File: src/spcms_pkg.sv
// Shared constants and types for the stream port configuration and message steering block.
package spcms_pkg;
    localparam logic [1:0] SPCMS_UCLK_62M5 = 2'h0;
    localparam logic [1:0] SPCMS_UCLK_125M = 2'h1;
    localparam logic [1:0] SPCMS_UCLK_250M = 2'h2;
    localparam logic [1:0] SPCMS_CODE_RSVD = 2'h3;
    localparam logic [1:0] SPCMS_WIDTH_64  = 2'h0;
    localparam logic [1:0] SPCMS_WIDTH_128 = 2'h1;
    localparam logic [1:0] SPCMS_WIDTH_256 = 2'h2;
    localparam int         SPCMS_MASK_BITS = 18;
    localparam int         SPCMS_TYPE_BITS = 5;
    localparam int         SPCMS_CORE_MHZ_FAST = 500;
    localparam int         SPCMS_CORE_MHZ_SLOW = 250;
    localparam logic [4:0] SPCMS_MSG_INVALID = 5'h11;
    localparam logic [7:0] SPCMS_ADDR_CFG    = 8'h00;
    localparam logic [7:0] SPCMS_ADDR_MASK   = 8'h04;
    localparam logic [7:0] SPCMS_ADDR_STATUS = 8'h08;
    localparam logic [7:0] SPCMS_ADDR_MSG    = 8'h0C;
    localparam logic [7:0] SPCMS_ADDR_COUNT  = 8'h10;
    localparam int         SPCMS_CFG_CORE    = 0;
    localparam int         SPCMS_CFG_UCLK    = 1;
    localparam int         SPCMS_CFG_WIDTH   = 3;
    localparam int         SPCMS_CFG_CQ      = 5;
    localparam int         SPCMS_CFG_CC      = 6;
    localparam int         SPCMS_CFG_RQ      = 7;
    localparam int         SPCMS_CFG_RC      = 8;
    localparam int         SPCMS_CFG_STRAD   = 9;
    localparam int         SPCMS_CFG_MSGPORT = 10;
    localparam int         SPCMS_CFG_PAR     = 11;
    localparam int         SPCMS_CFG_BITS    = 12;
    localparam logic [11:0] SPCMS_CFG_RESET  = 12'h000;
    localparam logic [17:0] SPCMS_MASK_RESET = 18'h3FFFF;

    typedef struct packed {
        logic        coreClockRateSelect;
        logic [1:0]  userClockRateCode;
        logic [1:0]  streamWidthCode;
        logic        completerRequestAlignSelect;
        logic        completerCompletionAlignSelect;
        logic        requesterRequestAlignSelect;
        logic        requesterCompletionAlignSelect;
        logic        completionStraddleEnable;
        logic        messagePortSelect;
        logic        requestParityCheckEnable;
    } spcms_cfg_t;

    typedef enum logic [1:0] {
        SPCMS_IDLE  = 2'b00,
        SPCMS_APPLY = 2'b01,
        SPCMS_RUN   = 2'b11,
        SPCMS_BAD   = 2'b10
    } spcms_state_t;
endpackage

File: src/spcms_if.sv
// Interface joining the device end and the user application end.
`timescale 1ns/1ps
`default_nettype none
interface spcms_if;
    import spcms_pkg::*;
    spcms_cfg_t                 cfg;
    logic                       cfgLoad;
    logic [SPCMS_MASK_BITS-1:0] messageForwardMask;
    logic                       cfgAccepted;
    logic                       cfgIllegal;
    logic                       msgValid;
    logic [SPCMS_TYPE_BITS-1:0] msgType;
    logic                       msgOnCompleterRequestPort;
    logic                       msgOnRxMessagePort;
    logic                       msgDecoded;
    logic [SPCMS_TYPE_BITS-1:0] msgDecodedType;
    logic                       rqValid;
    logic [7:0]                 rqData;
    logic                       rqParity;
    logic                       rqParityError;
    logic                       straddleActive;

    modport device (input cfg, cfgLoad, messageForwardMask, rqValid, rqData, rqParity,
        output cfgAccepted, cfgIllegal, msgValid, msgType, msgOnCompleterRequestPort,
        msgOnRxMessagePort, msgDecoded, msgDecodedType, rqParityError, straddleActive);
    modport user (output cfg, cfgLoad, messageForwardMask, rqValid, rqData, rqParity,
        input cfgAccepted, cfgIllegal, msgValid, msgType, msgOnCompleterRequestPort,
        msgOnRxMessagePort, msgDecoded, msgDecodedType, rqParityError, straddleActive);
endinterface
`default_nettype wire

File: src/spcms_msg_steer.sv
// Per-message steering decision for received messages.
`timescale 1ns/1ps
`default_nettype none
module spcms_msg_steer
(
    // Message in
    input  wire logic                                 msgIn,
    input  wire logic [spcms_pkg::SPCMS_TYPE_BITS-1:0] typeIn,
    // Configuration
    input  wire logic [spcms_pkg::SPCMS_MASK_BITS-1:0] forwardMask,
    input  wire logic                                 portSelect,
    // Decision
    output logic                                      toCompleterRequest,
    output logic                                      toRxMessage
);
    import spcms_pkg::*;
    logic forwardBit;
    logic [SPCMS_MASK_BITS-1:0] typeHot;
    genvar g;
    // Bits 0..17 select one message type each, in the fixed type order.
    generate
        for (g = 0; g < SPCMS_MASK_BITS; g++)
        begin : gHot
            assign typeHot[g] = (typeIn == SPCMS_TYPE_BITS'(g));
        end
    endgenerate
    assign forwardBit = |(typeHot & forwardMask);
    assign toCompleterRequest = msgIn && forwardBit && !portSelect;
    assign toRxMessage        = msgIn && forwardBit && portSelect;
endmodule
`default_nettype wire

File: src/spcms_device.sv
// Device end: configuration decode, message steering and request parity check.
// How it works
// - Core clock select picks 500 or 250 MHz.
// - User clock code: 62.5, 125, 250, reserved.
// - Width code: 64, 128, 256 bits, reserved.
// - Completer request alignment: dword or address.
// - Completer completion alignment: dword or address.
// - Requester request alignment: dword or address.
// - Requester completion alignment: dword or address.
// - Completion straddling only when enabled at 256.
// - Message select routes completer request or message port.
// - Eighteen-bit mask forwards matching message types.
// - Every message received in the run state reaches the internal decoder.
// - Bits 0-6: error and legacy interrupt messages.
// - Bits 7-17: power, LTR, OBFF, vendor, invalid.
// - Parity check on requester requests when enabled.
`timescale 1ns/1ps
`default_nettype none
module spcms_device
(
    // Clock and reset
    input  wire logic                                 core_clk,
    input  wire logic                                 resetn,
    // Link to the user end
    spcms_if.device                                   link,
    // Decoded configuration status
    output logic [9:0]                                coreClockMhz,
    output logic [9:0]                                userClockMhzX2,
    output logic [8:0]                                dataPathBits,
    output logic [3:0]                                addressAlignedPorts,
    output logic                                      straddleAllowed,
    output logic                                      parityCheckOn,
    output logic                                      configGood,
    // Received message input
    input  wire logic                                 rxMsgValid,
    input  wire logic [spcms_pkg::SPCMS_TYPE_BITS-1:0] rxMsgType
);
    import spcms_pkg::*;

    typedef struct packed {
        spcms_state_t               state;
        spcms_cfg_t                 cfg;
        logic [SPCMS_MASK_BITS-1:0] mask;
        logic                       illegal;
        logic                       accepted;
        logic [9:0]                 coreMhz;
        logic [9:0]                 userMhzX2;
        logic [8:0]                 pathBits;
        logic [3:0]                 aligned;
        logic                       straddle;
        logic                       parityOn;
        logic                       good;
        logic                       msgValid;
        logic [SPCMS_TYPE_BITS-1:0] msgType;
        logic                       msgCq;
        logic                       msgRx;
        logic                       decoded;
        logic [SPCMS_TYPE_BITS-1:0] decodedType;
        logic                       parErr;
    } spcms_dev_state_t;

    spcms_dev_state_t st_r;
    spcms_dev_state_t st_nxt;
    logic             steerCq;
    logic             steerRx;
    logic             msgLive;

    assign msgLive = rxMsgValid && (st_r.state == SPCMS_RUN);

    spcms_msg_steer uSteer
    (
        .msgIn              (msgLive),
        .typeIn             (rxMsgType),
        .forwardMask        (st_r.mask),
        .portSelect         (st_r.cfg.messagePortSelect),
        .toCompleterRequest (steerCq),
        .toRxMessage        (steerRx)
    );

    always_comb
    begin
        st_nxt          = st_r;
        st_nxt.accepted = 1'b0;
        st_nxt.msgValid = 1'b0;
        st_nxt.msgCq    = 1'b0;
        st_nxt.msgRx    = 1'b0;
        st_nxt.decoded  = 1'b0;
        st_nxt.parErr   = 1'b0;
        case (st_r.state)
            SPCMS_IDLE, SPCMS_RUN, SPCMS_BAD:
            begin
                if (link.cfgLoad)
                begin
                    st_nxt.cfg   = link.cfg;
                    st_nxt.mask  = link.messageForwardMask;
                    st_nxt.state = SPCMS_APPLY;
                end
            end
            SPCMS_APPLY:
            begin
                // Reserved codes would leave clock and width undefined, so refuse them.
                st_nxt.illegal = (st_r.cfg.userClockRateCode == SPCMS_CODE_RSVD)
                    || (st_r.cfg.streamWidthCode == SPCMS_CODE_RSVD);
                st_nxt.good     = !st_nxt.illegal;
                st_nxt.accepted = 1'b1;
                st_nxt.state    = st_nxt.illegal ? SPCMS_BAD : SPCMS_RUN;
                st_nxt.coreMhz  = st_r.cfg.coreClockRateSelect
                    ? 10'(SPCMS_CORE_MHZ_FAST) : 10'(SPCMS_CORE_MHZ_SLOW);
                case (st_r.cfg.userClockRateCode)
                    SPCMS_UCLK_62M5: st_nxt.userMhzX2 = 10'h07D;
                    SPCMS_UCLK_125M: st_nxt.userMhzX2 = 10'h0FA;
                    SPCMS_UCLK_250M: st_nxt.userMhzX2 = 10'h1F4;
                    default:         st_nxt.userMhzX2 = 10'h000;
                endcase
                case (st_r.cfg.streamWidthCode)
                    SPCMS_WIDTH_64:  st_nxt.pathBits = 9'h040;
                    SPCMS_WIDTH_128: st_nxt.pathBits = 9'h080;
                    SPCMS_WIDTH_256: st_nxt.pathBits = 9'h100;
                    default:         st_nxt.pathBits = 9'h000;
                endcase
                st_nxt.aligned = {st_r.cfg.requesterCompletionAlignSelect,
                                  st_r.cfg.requesterRequestAlignSelect,
                                  st_r.cfg.completerCompletionAlignSelect,
                                  st_r.cfg.completerRequestAlignSelect};
                st_nxt.straddle = st_r.cfg.completionStraddleEnable
                    && (st_r.cfg.streamWidthCode == SPCMS_WIDTH_256);
                st_nxt.parityOn = st_r.cfg.requestParityCheckEnable;
            end
            default:
            begin
                st_nxt.state = SPCMS_IDLE;
            end
        endcase
        if (msgLive)
        begin
            st_nxt.decoded     = 1'b1;
            st_nxt.decodedType = rxMsgType;
            st_nxt.msgValid    = steerCq || steerRx;
            st_nxt.msgType     = rxMsgType;
            st_nxt.msgCq       = steerCq;
            st_nxt.msgRx       = steerRx;
        end
        if (link.rqValid && st_r.parityOn && (st_r.state == SPCMS_RUN))
        begin
            // Even parity over the data byte and its parity bit.
            st_nxt.parErr = ^{link.rqData, link.rqParity};
        end
    end

    always_ff @(posedge core_clk or negedge resetn)
    begin
        if (!resetn)
        begin
            st_r       <= '0;
            st_r.state <= SPCMS_IDLE;
            st_r.cfg   <= SPCMS_CFG_RESET;
            st_r.mask  <= SPCMS_MASK_RESET;
        end
        else
        begin
            st_r <= st_nxt;
        end
    end

    assign link.cfgAccepted               = st_r.accepted;
    assign link.cfgIllegal                = st_r.illegal;
    assign link.msgValid                  = st_r.msgValid;
    assign link.msgType                   = st_r.msgType;
    assign link.msgOnCompleterRequestPort = st_r.msgCq;
    assign link.msgOnRxMessagePort        = st_r.msgRx;
    assign link.msgDecoded                = st_r.decoded;
    assign link.msgDecodedType            = st_r.decodedType;
    assign link.rqParityError             = st_r.parErr;
    assign link.straddleActive            = st_r.straddle;
    assign coreClockMhz                   = st_r.coreMhz;
    assign userClockMhzX2                 = st_r.userMhzX2;
    assign dataPathBits                   = st_r.pathBits;
    assign addressAlignedPorts            = st_r.aligned;
    assign straddleAllowed                = st_r.straddle;
    assign parityCheckOn                  = st_r.parityOn;
    assign configGood                     = st_r.good;
endmodule
`default_nettype wire

File: src/flat_wrapper.sv
// flat-port wrapper written by rule: the top's interface ports become plain ports
module spcms_device_flat import spcms_pkg::*;
  (core_clk, resetn, coreClockMhz, userClockMhzX2, dataPathBits, addressAlignedPorts, straddleAllowed, parityCheckOn, configGood, rxMsgValid, rxMsgType, link_cfg, link_cfgLoad, link_messageForwardMask, link_rqValid, link_rqData, link_rqParity, link_cfgAccepted, link_cfgIllegal, link_msgValid, link_msgType, link_msgOnCompleterRequestPort, link_msgOnRxMessagePort, link_msgDecoded, link_msgDecodedType, link_rqParityError, link_straddleActive);
  spcms_if link_i ();
  input  wire logic core_clk;
  input  wire logic resetn;
  output logic [9:0] coreClockMhz;
  output logic [9:0] userClockMhzX2;
  output logic [8:0] dataPathBits;
  output logic [3:0] addressAlignedPorts;
  output logic straddleAllowed;
  output logic parityCheckOn;
  output logic configGood;
  input  wire logic rxMsgValid;
  input  wire logic [spcms_pkg::SPCMS_TYPE_BITS-1:0] rxMsgType;
  input wire logic [$bits(link_i.cfg)-1:0] link_cfg;
  input wire logic [$bits(link_i.cfgLoad)-1:0] link_cfgLoad;
  input wire logic [$bits(link_i.messageForwardMask)-1:0] link_messageForwardMask;
  input wire logic [$bits(link_i.rqValid)-1:0] link_rqValid;
  input wire logic [$bits(link_i.rqData)-1:0] link_rqData;
  input wire logic [$bits(link_i.rqParity)-1:0] link_rqParity;
  output wire logic [$bits(link_i.cfgAccepted)-1:0] link_cfgAccepted;
  output wire logic [$bits(link_i.cfgIllegal)-1:0] link_cfgIllegal;
  output wire logic [$bits(link_i.msgValid)-1:0] link_msgValid;
  output wire logic [$bits(link_i.msgType)-1:0] link_msgType;
  output wire logic [$bits(link_i.msgOnCompleterRequestPort)-1:0] link_msgOnCompleterRequestPort;
  output wire logic [$bits(link_i.msgOnRxMessagePort)-1:0] link_msgOnRxMessagePort;
  output wire logic [$bits(link_i.msgDecoded)-1:0] link_msgDecoded;
  output wire logic [$bits(link_i.msgDecodedType)-1:0] link_msgDecodedType;
  output wire logic [$bits(link_i.rqParityError)-1:0] link_rqParityError;
  output wire logic [$bits(link_i.straddleActive)-1:0] link_straddleActive;
  assign link_i.cfg = link_cfg;
  assign link_i.cfgLoad = link_cfgLoad;
  assign link_i.messageForwardMask = link_messageForwardMask;
  assign link_i.rqValid = link_rqValid;
  assign link_i.rqData = link_rqData;
  assign link_i.rqParity = link_rqParity;
  assign link_cfgAccepted = link_i.cfgAccepted;
  assign link_cfgIllegal = link_i.cfgIllegal;
  assign link_msgValid = link_i.msgValid;
  assign link_msgType = link_i.msgType;
  assign link_msgOnCompleterRequestPort = link_i.msgOnCompleterRequestPort;
  assign link_msgOnRxMessagePort = link_i.msgOnRxMessagePort;
  assign link_msgDecoded = link_i.msgDecoded;
  assign link_msgDecodedType = link_i.msgDecodedType;
  assign link_rqParityError = link_i.rqParityError;
  assign link_straddleActive = link_i.straddleActive;
  spcms_device u_core (.core_clk(core_clk), .resetn(resetn), .link(link_i), .coreClockMhz(coreClockMhz), .userClockMhzX2(userClockMhzX2), .dataPathBits(dataPathBits), .addressAlignedPorts(addressAlignedPorts), .straddleAllowed(straddleAllowed), .parityCheckOn(parityCheckOn), .configGood(configGood), .rxMsgValid(rxMsgValid), .rxMsgType(rxMsgType));
endmodule
File: config.mk
export PLATFORM = sky130hd
export DESIGN_NAME = spcms_device_flat
export DESIGN_NICKNAME = d
export VERILOG_FILES = /design/src/spcms_pkg.sv /design/src/spcms_if.sv /design/src/spcms_msg_steer.sv /design/src/spcms_device.sv /design/src/flat_wrapper.sv
export SDC_FILE = /design/constraint.sdc
export NUM_CORES = 1
export LEC_CHECK = 0
export ABC_AREA = 0
export BUFFER_PORTS_ARGS = -buffer_cell sky130_fd_sc_hd__buf_2
export CORE_UTILIZATION = 27
export DETAILED_ROUTE_END_ITERATION = 10
export MAX_ROUTING_LAYER = met4
export SLEW_MARGIN = 5
export SYNTH_ARGS = -nofsm -noshare
export SYNTH_HDL_FRONTEND = slang
export SYNTH_SLANG_ARGS = --single-unit
File: constraint.sdc
create_clock -name core_clk -period 3.2 [get_ports core_clk]
set_input_delay 0.16 -clock core_clk [delete_from_list [all_inputs] [get_ports core_clk]]
set_output_delay 0.16 -clock core_clk [all_outputs]
set_load 0.1 [all_outputs]
; Word-level counts from Yosys, hierarchy flattened
; Cells that the tools add are included.
[classes]
n_eq_ne = 27
mux = 9
n_bitwise = 1
reduce_logical = 19
[ops]
columns = op, n
row1 = 9-bit one-hot mux with 3 select lines, 2
row2 = 5-bit by 4-bit equality test with 1-bit output (second input constant), 8
row3 = 37-bit 2-to-1 mux, 1
row4 = 32-bit 2-to-1 mux, 1
row5 = 5-bit by 3-bit equality test with 1-bit output (second input constant), 4
row6 = 18-bit AND, 1
row7 = 18-bit OR reduction, 1
row8 = 14-bit 2-to-1 mux, 1
row9 = 2-bit equality test (second input constant), 6
row10 = 5-bit by 2-bit equality test with 1-bit output (second input constant), 2
row11 = 5-bit equality test (second input constant), 2
row12 = 9-bit 2-to-1 mux, 1
row13 = 9-bit parity, 1
row14 = 1-bit logical AND, 7
row15 = 2-bit by 1-bit equality test with 1-bit output (second input constant), 3
row16 = 2-bit zero test, 3
row17 = 5-bit by 1-bit equality test with 1-bit output (second input constant), 1
row18 = 5-bit zero test, 1
row19 = 2-bit one-hot mux with 2 select lines, 1
row20 = 3-bit OR reduction, 1
row21 = 1-bit zero test, 2
row22 = 1-bit logical OR, 2
row23 = 1-bit 2-to-1 mux, 2
row24 = 2-bit != test (second input constant), 1
row25 = 2-bit AND reduction, 1
[word_totals]
ff_bits = 80
in_bits = 49
output_inout_bits = 54
elab_cells = 83

; Longest topological paths before layout
[logic_depth]
depth_word = 7
mapped_depth = 6
depth_no_buf = 5

; Cells and area by module
; From an unflattened synthesis, not the netlist that was laid out.
[hier_totals]
hier_cells = 258
area_unflattened_um2 = 3086.7
[by_module_without_submodules]
columns = module, n_inst, cells_each, area_each_um2, seq_area_each_um2
row1 = spcms_device, 1, 233, 2875.3, 1624.1
row2 = spcms_msg_steer, 1, 25, 211.5, 0.0

; Worst setup path before layout
; No wires, ideal clock.
[synth_path]
path_type = register -> output
from = register u_core.st_r, in the netlist u_core.link.straddleActive
to = output straddleAllowed
t_arrival_ns = 1.340
required_time_ns = 3.040
setup_slack_ns = 1.700
stages_incl_launch_ff = 2
n_path_buf = 1
path_cell_list = dfrtp_1 > buf_4
[synth_lines]
columns = item, line
row1 = from (decl), spcms_device.sv:62  ; spcms_dev_state_t st_r;
row2 = from (signal assigned), spcms_device.sv:161  ; st_r <= st_nxt;
row3 = to (decl), flat_wrapper.sv:11  ; output logic straddleAllowed;
; No word-level cell between the ends.

; Worst setup path after layout
[layout_path]
from = register u_core.st_r[84] in the netlist's numbering
to = register u_core.st_r[78] in the netlist's numbering
[layout_via]
elab_chain_cells = 3
word_cells_on_any_way = 5
classes_between = eq/ne (2) / reduce/logical (3)
[layout_lines]
columns = item, line
row1 = 2-bit equality test / 2-bit zero test (equally long branches), spcms_device.sv:89  ; case (st_r.state)
row2 = 3-bit OR reduction (*), spcms_device.sv:89
row3 = 2-bit AND reduction (no source line) (*), -
; Mark *: on every way between the ends. The rest lies on a longest branch, timed or not.
; A chain may end at the register's enable or synchronous reset.

==> results.txt <==
- In the final routed layout, each cell accounts on average for 12.9 um.
* Post-layout worst setup margin: 1.18 ns
- Number of standard cells after synthesis: 252
- The clock drives 64 sinks.
- Final Wtd Congestion: 0.699
* Hold-fix buffers, CTS: 1
- Critical path endpoint category: register
- In the routed design, unresolved DRC markers number 0.
- Among all stages on the critical path, the largest delay is contributed by nand2_1.
* Height of the die: 109 um
- Crit share post-route: 0.632
- Core Box Area: 10900 um^2
- Critical path data required time: 3.40 ns
- Top cell types by occurrence after synthesis: dfrtp_1, buf_4, nand2_1
- Post CTS Setup Buffer Count: 0
- Fraction of registers with async set or reset after synthesis: 1.00
* Count of state elements after synthesis: 64
- CTS root buf: clkbuf_16
- The worst path in the final design needs a cycle of 2.02 ns, including I/O delays and setup.
* Largest net degree at the start of global routing: 65
- The cell area that synthesis handed to floorplanning was 3070 um^2.
* Fin. Hold Viols: 0
* Sum Neg Setup Slack: 0 ns
- The number of antenna violations at the first check in global routing is 1.
- Die width: 109 um
* Crit path max fanout: 30
- Layout fillers: 1112
* Post-Route Utilization: 0.343
* Full die area: 11800 um^2
- The first TritonRoute pass finished after 4 iterations.
* RSZ-0062 raised after global routing: no
* Fraction of final layout cells sized beyond drive strength 1: 0.530
* Vias in the first global route: 1774
- Cells resized by post-CTS repair: 0
* Transition time of the tightest slew-check pin: 0.519 ns
* Estimated wirelength of the detail-placed design: 4390 um
- Each instance of the synthesized netlist takes up on average 12.2 um^2.
* Global Route Usage Sum: 0.109
- Setup clock skew after layout: 0.00666 ns
- Summing all multi-input logic gate instances after layout gives 1080 um^2.
- The most used flip-flop cell after synthesis is dfrtp_1.
* Maximum number of buffers from clock root to sink: 2
- Detailed routing inserted a total of 1876 vias.
- Count of nets after finishing: 372
- WP data arrival: 2.22 ns
- Critical setup path kind: reg -> reg
* Slowest cell delay on critical path: 0.43 ns
- Yosys mapped a number of flops with a built-in enable equal to 0.
- The largest total area in the synthesized netlist belongs to dfrtp_1.
- Top Ports: 103
- Total area of sequential cells: 1620 um^2
* Detail-routed via count per cell: 4.06
- Max-Cap Viols: 0
* Post-Route WL: 5970 um
- Number of pins exceeding their max-slew limit in the final report: 0
* Placement Rows: 38
- The clock tree synthesis step divided the H-tree into 3 levels.
- Hold Path Class: in -> reg
- Pre-CTS setup slack: 1.14 ns
- Summed over all layers, the global routing overflow is 0.
- The flow ran to the end, and the final reports show no timing, DRC or antenna violations.
- Starting utilization of the core area: 0.281
- The count of buffers added on input and output ports is 93.
- For the worst-skew pair, the clock arrives at the later sink with an insertion delay of 0.32 ns.
* Clock transition at the registers of the reported paths: 0.05 ns
* Cell-by-cell trace of the critical path: inv_1 > nand2_1 > buf_4 > nand2_1 > buf_4 > mux2_2
* Critical Path Start Type: register
- Post-synth top area share: 0.375
* Distinct cell type count of the synthesized netlist: 37
- The area growth from synthesis to layout is 22.2%.
* Top cells by area in the synthesized netlist: dfrtp_1, dfstp_2, mux2_2
* Slew headroom: 0.653
- Wire length of the first global-routing pass: 9180 um
- TritonCTS built the clock tree.
- Seq/Total Area, Yosys: 0.529
- Synth warnings: 0
* Library cell with the highest instance count after synthesis: dfrtp_1
* Cts bufs inserted: 9
- Timing-limited maximum frequency: 494 MHz
- Setup violations remaining at the end of the flow were counted as 0.
- Number of nets still failing antenna checks after routing: 0
- Number of DRC violations after detailed-routing iteration 0: 52
==> cell usage in the layout (no fill, tap or decap), drive strengths merged, types with 5 or more instances in the layout <==
cell type	n
dfstp	18
dfrtp	46
mux2	36
ha	7
inv	5
conb	9
clkbuf	16
buf	96
nand2	43
==> per-stage QoR <==
step	area [um^2]	instances	hold WS (ns)
2_1_floorplan	3100	260	-0.136
3_3_place_gp	3400	444	0.198
3_5_place_dp	3400	444	0.202
4_1_cts	3750	461	0.0599
5_1_grt	3750	462	0.0580
6_report	3750	462	0.0706
==> layout make-up <==
type | count | area share
Sequential cell | 64 | 0.433
Multi-Input combinational cell | 139 | 0.289
Timing Repair Buffer | 97 | 0.136
Clock buffer | 16 | 0.0891
Tap cell | 140 | 0.0467
Inverter | 5 | 0.00501
Antenna cell | 1 | 0.000667
==> worst paths after layout <==
check | startpoint | to | slack, ns | cells past startpoint
max | u_core.st_r[84] | u_core.st_r[78] | 1.18 | 6
min | link_cfg[6] | u_core.st_r[77] | 0.07 | 2
max reg2reg | u_core.st_r[84] | u_core.st_r[78] | 1.18 | 6
min reg2reg | u_core.st_r[77] | u_core.addressAlignedPorts[0] | 0.46 | 2
max in group asynchronous | resetn | u_core.st_r[70] | 2.49 | 3
min in group asynchronous | resetn | u_core.userClockMhzX2[7] | 0.38 | 3
==> registers in the layout, summed over array words and instances, names as in the netlist, 3 cells and up <==
name	flops
u_core.st_r	32
u_core.coreClockMhz	3
u_core.addressAlignedPorts	4
u_core.userClockMhzX2	7
u_core.dataPathBits	3
u_core.link.msgType	5
==> critical path: cells and delay by family (launching register included) <==
kind	cells	cell delay (ns)
and+or+nand+nor	2	0.48
DFF	1	0.39
muxes	1	0.37
buffers and inverters	3	0.65
==> cells by family (layout without fill, tap and decap cells) <==
| family | after synthesis | after routing | share of synthesized area |
|---|---|---|---|
| flops | 64 | 64 | 0.529 |
| simple gates | 57 | 57 | 0.0832 |
| buf+inv | 57 | 118 | 0.127 |
| mux | 41 | 41 | 0.163 |
| compound gates | 18 | 18 | 0.0432 |
| fa+ha+maj | 7 | 7 | 0.0285 |
| xor+xnor | 7 | 7 | 0.0245 |
| other cells | 1 | 10 | 0.00122 |
==> per-layer routing <==
metal | wire [um] | vias to the layer above | global-route usage
met4 | 96 | 0 | 0.0492
met1 | 2920 | 887 | 0.145
met2 | 2520 | 65 | 0.148
met5 | 0 | - | -
met3 | 427 | 7 | 0.0383
li1 | - | 917 | -
Power is not shown: default switching activity piles up to over one toggle a cycle in this logic, so the estimate is an artifact.
